**src/rtl/bcwc_pkg.sv**
```systemverilog
package bcwc_pkg;

   // ----------------------------------------------------------------
   // operation codes presented by the decode stage
   // ----------------------------------------------------------------
   typedef enum logic [2:0] {
      BCWC_OP_NONE,
      BCWC_OP_BIT_ZERO,
      BCWC_OP_WDT_CLEAR,
      BCWC_OP_PRECLEAR_FIRST,
      BCWC_OP_PRECLEAR_SECOND,
      BCWC_OP_INVERT
   } bcwc_op_e;

   // ----------------------------------------------------------------
   // widths and reset values
   // ----------------------------------------------------------------
   localparam int          BCWC_DATA_W       = 8;
   localparam int          BCWC_ADDR_W       = 8;
   localparam int          BCWC_BIT_SEL_W    = 3;
   // pairing record after reset: none taken yet, so either pre-clear acts
   localparam logic [1:0]  BCWC_PAIR_RESET   = 2'h0;
   localparam logic [1:0]  BCWC_PAIR_FIRST   = 2'h1;
   localparam logic [1:0]  BCWC_PAIR_SECOND  = 2'h2;
   localparam logic [7:0]  BCWC_DATA_RESET   = 8'h00;

endpackage : bcwc_pkg

```
**src/rtl/bcwc_pair_track.sv**
```systemverilog
`timescale 1ns/100ps

// ----------------------------------------------------------------
// pre-clear pairing tracker
// ----------------------------------------------------------------
module bcwc_pair_track
   import bcwc_pkg::*;
(
   input  wire logic clock,
   input  wire logic reset_n,
   input  wire logic preclear_first,
   input  wire logic preclear_second,
   output logic      preclear_effective
);

   logic [1:0] last_taken;
   logic [1:0] next_last_taken;
   wire        first_ok;
   wire        second_ok;

   // a pre-clear matching the recorded one is ignored
   assign first_ok  = preclear_first && (last_taken != BCWC_PAIR_FIRST);
   assign second_ok = preclear_second && (last_taken != BCWC_PAIR_SECOND);
   assign preclear_effective = first_ok || second_ok;
   assign next_last_taken = first_ok  ? BCWC_PAIR_FIRST :
                            second_ok ? BCWC_PAIR_SECOND :
                                        last_taken;

   // record follows only effective pre-clears
   always_ff @(posedge clock) begin
      if (!reset_n) begin
         last_taken <= BCWC_PAIR_RESET;
      end else begin
         last_taken <= next_last_taken;
      end
   end

endmodule : bcwc_pair_track

```
**src/rtl/bcwc_exec.sv**
```systemverilog
`timescale 1ns/100ps
// Notes on behaviour
// - bit-zero clears only the chosen bit; other bits and flags untouched.
// - watchdog clear resets counter, expired flag and sleep flag together.
// - pre-clears clear counter and both flags only when alternated, or on the first one after reset.
// - invert writes complemented byte back; only zero flag updates.

module bcwc_exec
   import bcwc_pkg::*;
#(
   parameter int DATA_W = BCWC_DATA_W,
   parameter int ADDR_W = BCWC_ADDR_W
)
(
   input  wire logic                  clock,
   input  wire logic                  reset_n,
   input  wire logic                  op_valid,
   input  wire bcwc_op_e              op_code,
   input  wire logic [ADDR_W-1:0]     op_addr,
   input  wire logic [BCWC_BIT_SEL_W-1:0] op_bit,
   input  wire logic [DATA_W-1:0]     mem_rdata,
   output logic                       mem_we,
   output logic [ADDR_W-1:0]          mem_addr,
   output logic [DATA_W-1:0]          mem_wdata,
   output logic                       zero_flag_we,
   output logic                       zero_flag,
   output logic                       watchdog_counter_clear,
   output logic                       watchdog_expired_flag_clear,
   output logic                       sleep_entered_flag_clear
);

   // ----------------------------------------------------------------
   // decode
   // ----------------------------------------------------------------
   wire              do_bit_zero;
   wire              do_wdt_clear;
   wire              do_pre_first;
   wire              do_pre_second;
   wire              do_invert;
   wire              pre_effective;
   wire              wdt_hit;
   wire [DATA_W-1:0] bit_mask;
   wire [DATA_W-1:0] cleared_byte;
   wire [DATA_W-1:0] inverted_byte;
   wire [DATA_W-1:0] next_wdata;

   assign do_bit_zero   = op_valid && (op_code == BCWC_OP_BIT_ZERO);
   assign do_wdt_clear  = op_valid && (op_code == BCWC_OP_WDT_CLEAR);
   assign do_pre_first  = op_valid && (op_code == BCWC_OP_PRECLEAR_FIRST);
   assign do_pre_second = op_valid && (op_code == BCWC_OP_PRECLEAR_SECOND);
   assign do_invert     = op_valid && (op_code == BCWC_OP_INVERT);

   // ----------------------------------------------------------------
   // data path
   // ----------------------------------------------------------------
   // one-hot mask of the selected bit, built per bit
   genvar g;
   generate
      for (g = 0; g < DATA_W; g++) begin : g_mask
         assign bit_mask[g] = (op_bit == BCWC_BIT_SEL_W'(g));
      end
   endgenerate

   assign cleared_byte  = mem_rdata & ~bit_mask;
   assign inverted_byte = ~mem_rdata;
   assign next_wdata    = do_invert ? inverted_byte : cleared_byte;

   // ----------------------------------------------------------------
   // watchdog pairing
   // ----------------------------------------------------------------
   bcwc_pair_track u_pair (
      .clock              (clock),
      .reset_n            (reset_n),
      .preclear_first     (do_pre_first),
      .preclear_second    (do_pre_second),
      .preclear_effective (pre_effective)
   );

   // single clear always acts; a repeated pre-clear changes nothing
   assign wdt_hit = do_wdt_clear || pre_effective;

   // ----------------------------------------------------------------
   // registered outputs, one cycle after the operation is presented
   // ----------------------------------------------------------------
   // memory write port; flags are left alone by bit-zero
   always_ff @(posedge clock) begin
      if (!reset_n) begin
         mem_we    <= 1'b0;
         mem_addr  <= '0;
         mem_wdata <= '0;
      end else begin
         mem_we    <= do_bit_zero || do_invert;
         mem_addr  <= op_addr;
         mem_wdata <= next_wdata;
      end
   end

   // zero flag strobes only for invert; held value otherwise
   always_ff @(posedge clock) begin
      if (!reset_n) begin
         zero_flag_we <= 1'b0;
         zero_flag    <= 1'b0;
      end else begin
         zero_flag_we <= do_invert;
         if (do_invert) begin
            zero_flag <= (inverted_byte == '0);
         end
      end
   end

   // watchdog strobes all fire together so no partial clear is seen
   always_ff @(posedge clock) begin
      if (!reset_n) begin
         watchdog_counter_clear      <= 1'b0;
         watchdog_expired_flag_clear <= 1'b0;
         sleep_entered_flag_clear    <= 1'b0;
      end else begin
         watchdog_counter_clear      <= wdt_hit;
         watchdog_expired_flag_clear <= wdt_hit;
         sleep_entered_flag_clear    <= wdt_hit;
      end
   end

endmodule : bcwc_exec

```
**config.mk**
```make
export PLATFORM = sky130hd
export DESIGN_NAME = bcwc_exec
export DESIGN_NICKNAME = d
export VERILOG_FILES = /design/src/rtl/bcwc_pkg.sv /design/src/rtl/bcwc_pair_track.sv /design/src/rtl/bcwc_exec.sv
export SDC_FILE = /design/constraint.sdc
export NUM_CORES = 1
export LEC_CHECK = 0
export BUFFER_PORTS_ARGS = -buffer_cell sky130_fd_sc_hd__buf_4
export CORE_ASPECT_RATIO = 1.75
export CORE_UTILIZATION = 35
export CTS_CLUSTER_SIZE = 28
export DETAILED_ROUTE_END_ITERATION = 8
export PLACE_DENSITY = 0.68
export SLEW_MARGIN = 20
export SYNTH_ARGS = -nofsm -noshare
export SYNTH_HDL_FRONTEND = slang
export SYNTH_SLANG_ARGS = --single-unit
export TNS_END_PERCENT = 100
```
**constraint.sdc**
```tcl
create_clock -name clock -period 1.6 [get_ports clock]
set_input_delay 0.16 -clock clock [delete_from_list [all_inputs] [get_ports clock]]
set_output_delay 0.16 -clock clock [all_outputs]
set_load 0.02 [all_outputs]
```
==> results.toml, run 1 <==
[pwr]
pwr-share-seq_pct = 54.6
p_per_area_nw_per_um2 = 904
pwr-share-comb_pct = 18.2
clkPwrFrac_pct = 27.2
p_switching_mw = 0.257
ir_drop_mv = 0.494
fin_total_pwr_mw = 1.07
power.leakage_nw = 0.559
internal_power_mw = 0.815
switching_share_pct = 23.9

[die]
dieWidth_um = 38.1
initial_core_util_pct = 37.6
core-area_um2 = 2120
placementRows = 22
die-area_um2 = 2480
design.portCount = 47
die_h_um = 65.1

[critical_path]
worstPathArrival_ns = 1.24
critPathSlowestCell = "or3_1"
worstPathCellList = "buf_4 > nand2b_4 > or3_1 > o32ai_2"
endpoint_kind = "register"
r2r_cells = 3
critical_path_class = "in2reg"
cpPeakStageDelay_ns = 0.51
cp_max_fo = 10
cp-start-kind = "primary input"
crit_required_ns = 1.81

[sta]
fin_crit_ns = 1.03
whs_ns = 0.0502
relSlewSlack_pct = 77.4
setup_violations = 0
rsz0062_at_grt = "no"
fmax_mhz = 973
report.final.slew_viol_count = 0
fin_setup_tns_ns = 0
finalHoldViolCount = 0
worst_slack_ns = 0.572
post-route-period-util_pct = 64.2
skew_ns = 0.000107
tightestPinTransition_ns = 0.338

[status]
run_status = "finished, final reports clean"

[clock_tree]
cts_tree = "yes"
insertion_delay_ns = 0.29
cts-root-buf = "clkbuf_4"
cts.hold.buffers_added = 0
cts_inserted_buffers = 3
cts_resized = 0
h-tree-depth = 1
postCtsSetupRepairBufs = 0
clkTransAtPathRegs_ns = 0.12
cts_buffer_depth = 2
cts.sinks = 22

[synthesis]
synthXorXnorAreaFrac_pct = 0
yosys.area_share.simple_pct = 17.4
synth_fa_ha_area_share_pct = 0
syn_area_um2 = 797
ys_async_sr_fraction_pct = 0
synth.most_common_cell = "dfxtp_1"
synth-seq-cells = 22
yosysTopAreaCell = "dfxtp_1"
yosys_most_used_dff = "dfxtp_1"
synthesis.nets = 104
synth_cells = 79
yosys.area.top_type_share_pct = 55.3
muxShareOfSynthArea_pct = 0
synth-edff-count = 0
synth_top_family_by_area = "compound AO/OA/AOI/OAI gates"
synthTopCellsByCount = "dfxtp_1, and2_1, o21ai_0, o22ai_1, inv_1"
synth_warnings = 0
ys_types = 24
syn_avg_cell_area_um2 = 10.1
netlist_top_cells_area = "dfxtp_1, and2_1, o22ai_1, o21ai_0, inv_1"
yosysSeqAreaShare_pct = 55.3
synth_compound_area_share_pct = 21.2

[global_routing]
grt_pass1_wl_mm = 2.51
antenna_found_initial = 0
grt_overflow = 0
grt_max_degree = 13
grt_pass1_vias = 641
grt_use_total_pct = 13.8

[job]
cap_violations = 0

[min_path]
hold_class = "in2reg"
hold_depth = 2

[routing]
detail_route.wl_per_cell_um = 11.2
wl_mm = 1.68
vias = 752
drtPass1Iterations = 4
final_antenna_net_count = 0
vias_per_cell = 5.01
drt-initial-drc-count = 8
drc_errors = 0

[finish]
drive_above_1_share_pct = 42.1
num-nets-final = 152
fillers = 198
seq_area_um2 = 440
post-route-util_pct = 56.0
n_antenna_cell = 0
multi_input_area_um2 = 308
syn_to_final_growth_pct = 48.8

[placed_design]
place.port_buffers = 46
post-dp-hpwl_mm = 1.38
gp_congestion = 0.842
place_ws_ns = 0.270
## per-layer routing
metal / GRT usage, % / share of wire, % / wire [um] / vias up
met3: 3.04 / 7.2 / 120 / 4
met1: 13.4 / 35 / 586 / 351
met2: 24.4 / 55 / 928 / 26
met4: 8.48 / 2.4 / 40 / 0
li1: - / - / - / 371
met5: 0 / 0 / 0 / -
## flip-flops by register name, summed over array words and instances, names as in the netlist
name	count
mem_addr	8
u_pair.last_taken	2
mem_wdata	8
mem_we	1
zero_flag	1
zero_flag_we	1
sleep_entered_flag_clear	1
## power groups by stage
stage                     combinational, mW  sequential (mW)  clock (mW)
after detailed placement              0.196            0.598           0
final                                 0.195            0.585       0.292
after CTS                             0.196            0.586       0.301
after global placement                0.194            0.598           0
after global routing                  0.210            0.588       0.323
after floorplan                      0.0551            0.632           0
## cells by family after synthesis
kind of cell,count (synthesis)
AOI/OAI and AO/OA,26
buffers and inverters,9
DFF,22
and+or+nand+nor,22
## final timing paths
path                                startpoint                                   to  slack, ns
max                                 op_code[1]               zero_flag$_SDFFE_PN0P_       0.57
min                               mem_rdata[6]              mem_wdata[6]$_SDFF_PN0_       0.05
max reg2reg  u_pair.last_taken[0]$_SDFFE_PN0P_  sleep_entered_flag_clear$_SDFF_PN0_       0.61
min reg2reg             zero_flag$_SDFFE_PN0P_               zero_flag$_SDFFE_PN0P_       0.49
## final cells by class
| cell class | count | area share (%) |
|---|---|---|
| Clock buffer | 4 | 3.06 |
| Tap cell | 24 | 2.53 |
| Multi-Input combinational cell | 48 | 25.9 |
| Timing Repair Buffer | 47 | 29.7 |
| Inverter | 5 | 1.58 |
| Sequential cell | 22 | 37.1 |
## critical path: cells and delay by family
family | cells | cell delay [ns]
buf+inv | 1 | 0.13
compound gates | 1 | 0.31
simple gates | 2 | 0.65
## placed cells by master, fill, tap and decap left out, types with 2 or more instances in the layout
master | netlist | layout
o21ai_0 | 8 | 8
a21oi_1 | 2 | 2
a21o_1 | 2 | 2
inv_1 | 5 | 5
dfxtp_1 | 22 | 22
o22ai_1 | 8 | 8
nand2_1 | 4 | 4
and2_1 | 8 | 8
clkbuf_4 | 0 | 3
o31ai_1 | 2 | 2
nand2b_1 | 2 | 2
nand4_1 | 2 | 2
buf_4 | 2 | 47
## metrics by stage
step / std cells / instance area [um2]
2_1_floorplan: 79 / 797
6_report: 150 / 1190
5_1_grt: 150 / 1190
3_3_place_gp: 146 / 1150
4_1_cts: 150 / 1190
3_5_place_dp: 146 / 1150
Power figures use the tool's default switching activity.
==> run 2, diff against run 1 <==
clock period = 1 ns   (was 1.6 ns; I/O delays follow)
==> results.toml, run 2 (synthesis results as in run 1) <==
[finish]
final_common_cell = "buf_4"
largest_registers = "mem_addr: 8 flops, mem_wdata: 8 flops, u_pair.last_taken: 2 flops"
syn_to_final_growth_pct = 78.5
num-nets-final = 176
fillers = 162
layout_common_cells = "buf_4, dfxtp_1, dlygate4sd3_1"
finish.instance_area_um2 = 1420
final_cells = 174
n_antenna_cell = 0
drive_above_1_share_pct = 40.7

[routing]
final_antenna_net_count = 0
vias = 828
detail_route.wl_per_cell_um = 12.3
vias_per_cell = 4.76
drc_errors = 0
drt-initial-drc-count = 12
drtPass1Iterations = 4
wl_mm = 2.13

[critical_path]
cpPeakStageDelay_ns = 0.37
critical_path_buf_inv_count = 1
crit_required_ns = 0.90
worstPathCellList = "buf_4"
critical_path_class = "reg2out"
r2r_cells = 3
endpoint_kind = "output port"
critPathSlowestCell = "dfxtp_1"
cp_max_fo = 2
cp.depth = 1
worstPathArrival_ns = 0.83
critical-path-top-delay-family = "flip-flops"
cp-start-kind = "register"

[sta]
relSlewSlack_pct = 84.5
worst_slack_ns = 0.0721
fmax_mhz = 1080
rsz0062_at_grt = "no"
fin_crit_ns = 0.928
skew_ns = 0.0000902
report.final.slew_viol_count = 0
finalHoldViolCount = 0
tightestPinTransition_ns = 0.231
post-route-period-util_pct = 92.8
setup_violations = 0

[job]
cap_violations = 0

[pwr]
pwr-share-comb_pct = 19.5
pwr-share-seq_pct = 47.0
switching_share_pct = 22.4
p_switching_mw = 0.448
internal_power_mw = 1.55
power.leakage_nw = 0.670
clkPwrFrac_pct = 33.5
p_per_area_nw_per_um2 = 1400
ir_drop_mv = 0.850

[placed_design]
gp_congestion = 0.726
place_ws_ns = -0.113
place.port_buffers = 46
post-dp-hpwl_mm = 1.46
placed_cell_area_um2 = 1210
dp_cells = 154

[global_routing]
antenna_found_initial = 0
grt_pass1_wl_mm = 3.28
grt_use_total_pct = 18.7
grt_pass1_vias = 781
grt_max_degree = 14
grt_overflow = 0

[clock_tree]
h-tree-depth = 1
postCtsSetupRepairBufs = 0
cts_buffer_depth = 2
cts.sinks = 22
cts_tree = "yes"
cts-root-buf = "clkbuf_4"
insertion_delay_ns = 0.30
clkTransAtPathRegs_ns = 0.12
cts_inserted_buffers = 3

[status]
run_status = "finished, final reports clean"

[die]
placementRows = 22
design.portCount = 47
die-area_um2 = 2480
dieWidth_um = 38.1
initial_core_util_pct = 37.6
die_h_um = 65.1
core-area_um2 = 2120

[min_path]
hold_class = "in2reg"
hold_depth = 3
==> run 2: area by class of cell <==
class | count | area (um2) | share of cell area (%)
Clock buffer | 3 | 22.5 | 1.58
Clock inverter | 1 | 30.0 | 2.11
Inverter | 5 | 18.8 | 1.32
Multi-Input combinational cell | 48 | 308 | 21.6
Sequential cell | 22 | 440 | 31.0
Tap cell | 24 | 30.0 | 2.11
Timing Repair Buffer | 71 | 573 | 40.3
==> run 2: through the flow <==
step / util (%) / total power, mW / hold WS (ns) / setup TNS, ns
floorplan: - / 1.10 / 0.179 / 0
global placement: 57.1 / 1.29 / 0.303 / -0.517
detailed placement: 57.1 / 1.29 / 0.304 / -0.815
CTS: 67.1 / 2.01 / 0.0606 / 0
global route: 67.1 / 2.08 / 0.0697 / 0
finish: 67.1 / 1.99 / 0.0706 / 0
==> run 2: power groups by stage <==
stage	registers, mW	logic (mW)	clock network (mW)
finish	0.938	0.388	0.669
global route	0.943	0.418	0.715
CTS	0.938	0.387	0.684
detailed placement	0.957	0.336	0
global placement	0.957	0.332	0
floorplan	1.01	0.0882	0
==> run 2: metal layers <==
| metal | global-route usage (%) | wire, um | vias to the layer above | part of all wire [%] |
|---|---|---|---|---|
| li1 | - | - | 419 | - |
| met1 | 17.2 | 708 | 379 | 33 |
| met2 | 36.4 | 1300 | 26 | 61 |
| met3 | 2.03 | 85 | 4 | 4.0 |
| met4 | 9.38 | 38 | 0 | 1.8 |
| met5 | 0 | 0 | - | 0 |
==> run 2: what timing repair did <==
item	4_1_cts	5_1_grt
setup endpoints to repair	0	0
hold endpoints to repair	16	0
gates resized for setup	0	0
hold buffers	16	0
==> run 2: worst paths after layout <==
| path | slack (ns) | startpoint | to |
|---|---|---|---|
| setup / recovery | 0.07 | zero_flag$_SDFFE_PN0P_ | zero_flag |
| hold / removal | 0.07 | op_code[1] | mem_we$_SDFF_PN0_ |
| setup reg to reg | 0.10 | u_pair.last_taken[0]$_SDFFE_PN0P_ | sleep_entered_flag_clear$_SDFF_PN0_ |
| hold reg to reg | 0.51 | zero_flag$_SDFFE_PN0P_ | zero_flag$_SDFFE_PN0P_ |
==> run 3, diff against run 2 <==
GPL_TIMING_DRIVEN = 0   (was not set)
==> results.toml, run 3 (synthesis results as in run 1) <==
[finish]
layout_common_cells = "buf_4, dfxtp_1, dlygate4sd3_1"
num-nets-final = 173
final_common_cell = "buf_4"
post-route-util_pct = 67.1
drive_above_1_share_pct = 38.1
finish.instance_area_um2 = 1420
largest_registers = "mem_addr: 8 flops, mem_wdata: 8 flops, u_pair.last_taken: 2 flops"
syn_to_final_growth_pct = 78.3
n_antenna_cell = 0
fillers = 161

[clock_tree]
clkTransAtPathRegs_ns = 0.12
cts-root-buf = "clkbuf_4"
postCtsSetupRepairBufs = 0
cts_inserted_buffers = 3
cts_tree = "yes"
cts_buffer_depth = 2
insertion_delay_ns = 0.31
h-tree-depth = 1
cts.sinks = 22

[global_routing]
grt_pass1_vias = 766
grt_use_total_pct = 17.4
grt_max_degree = 14
grt_overflow = 0
grt_pass1_wl_mm = 3.13
antenna_found_initial = 0

[sta]
fmax_mhz = 1020
relSlewSlack_pct = 55.8
skew_ns = 0.00873
fin_crit_ns = 0.980
finalHoldViolCount = 0
worst_slack_ns = 0.0203
report.final.slew_viol_count = 0
setup_violations = 0
rsz0062_at_grt = "yes"
post-route-period-util_pct = 98.0
tightestPinTransition_ns = 0.659
whs_ns = 0.0532

[die]
placementRows = 22
design.portCount = 47
die-area_um2 = 2480
initial_core_util_pct = 37.6
dieWidth_um = 38.1
core-area_um2 = 2120
die_h_um = 65.1

[critical_path]
endpoint_kind = "output port"
cp-start-kind = "register"
cp_max_fo = 3
r2r_cells = 3
worstPathArrival_ns = 0.88
critical_path_class = "reg2out"
crit_required_ns = 0.90

[placed_design]
place_ws_ns = -0.234
post-dp-hpwl_mm = 1.42
gp_congestion = 0.739
place.port_buffers = 46
placed_cell_area_um2 = 1170

[pwr]
ir_drop_mv = 0.812
power.leakage_nw = 0.658
p_per_area_nw_per_um2 = 1410
fin_total_pwr_mw = 2.00

[routing]
final_antenna_net_count = 0
vias_per_cell = 4.82
drtPass1Iterations = 4
drc_errors = 0
detail_route.wl_per_cell_um = 12.1
wl_mm = 2.06
vias = 824
drt-initial-drc-count = 5

[job]
cap_violations = 0

[min_path]
hold_class = "in2reg"
hold_depth = 3

[status]
run_status = "finished, final reports clean"
run 3: metal layers:
metal  wire length, um  vias to the layer above  track usage, %  share of wire, %
met3                75                        2            2.03               3.6
met2              1220                       22            33.5                59
met1               751                      383            17.4                36
met4                17                        0            6.70              0.82
met5                 0                        -               0                 0
li1                  -                      417               -                 -
run 3: area by class of cell:
type / count / area (um2) / area share (%)
multi-input combinational: 48 / 308 / 21.7
tap: 24 / 30.0 / 2.11
inverter: 5 / 18.8 / 1.32
sequential: 22 / 442 / 31.1
buffer: 4 / 37.5 / 2.64
clock buffer: 3 / 22.5 / 1.58
timing repair buffer: 64 / 533 / 37.5
clock inverter: 1 / 30.0 / 2.11
run 3: repair_timing:
| action | CTS | global route |
|---|---|---|
| pin swaps | 0 | 0 |
| gates resized for setup | 3 | 2 |
| hold buffers | 16 | 2 |
| hold endpoints to repair | 17 | 2 |
| endpoints found under the setup margin | 2 | 2 |
run 3: per-stage QoR:
stage               TNS (ns)  instances
floorplan                  0         79
detailed placement     -1.93        149
global placement       -1.68        149
CTS                 -0.00130        169
global route         -0.0308        171
finish                     0        171
run 3: final timing paths:
check	start	to	slack, ns
worst max register to register	u_pair.last_taken[0]$_SDFFE_PN0P_	sleep_entered_flag_clear$_SDFF_PN0_	0.08
worst min register to register	zero_flag$_SDFFE_PN0P_	zero_flag$_SDFFE_PN0P_	0.48
worst max-delay path	sleep_entered_flag_clear$_SDFF_PN0_	watchdog_counter_clear	0.02
worst min-delay path	op_valid	sleep_entered_flag_clear$_SDFF_PN0_	0.05
run 3: critical path, cell delays in order (launching register included):
cell and delay, ns:
dfxtp_2 0.36, buf_6 0.11, buf_6 0.12
run 3: where the power goes:
group,internal (mW),switching (mW)
Combinational,0.213,0.167
Clock,0.405,0.280
Sequential,0.924,0.0164
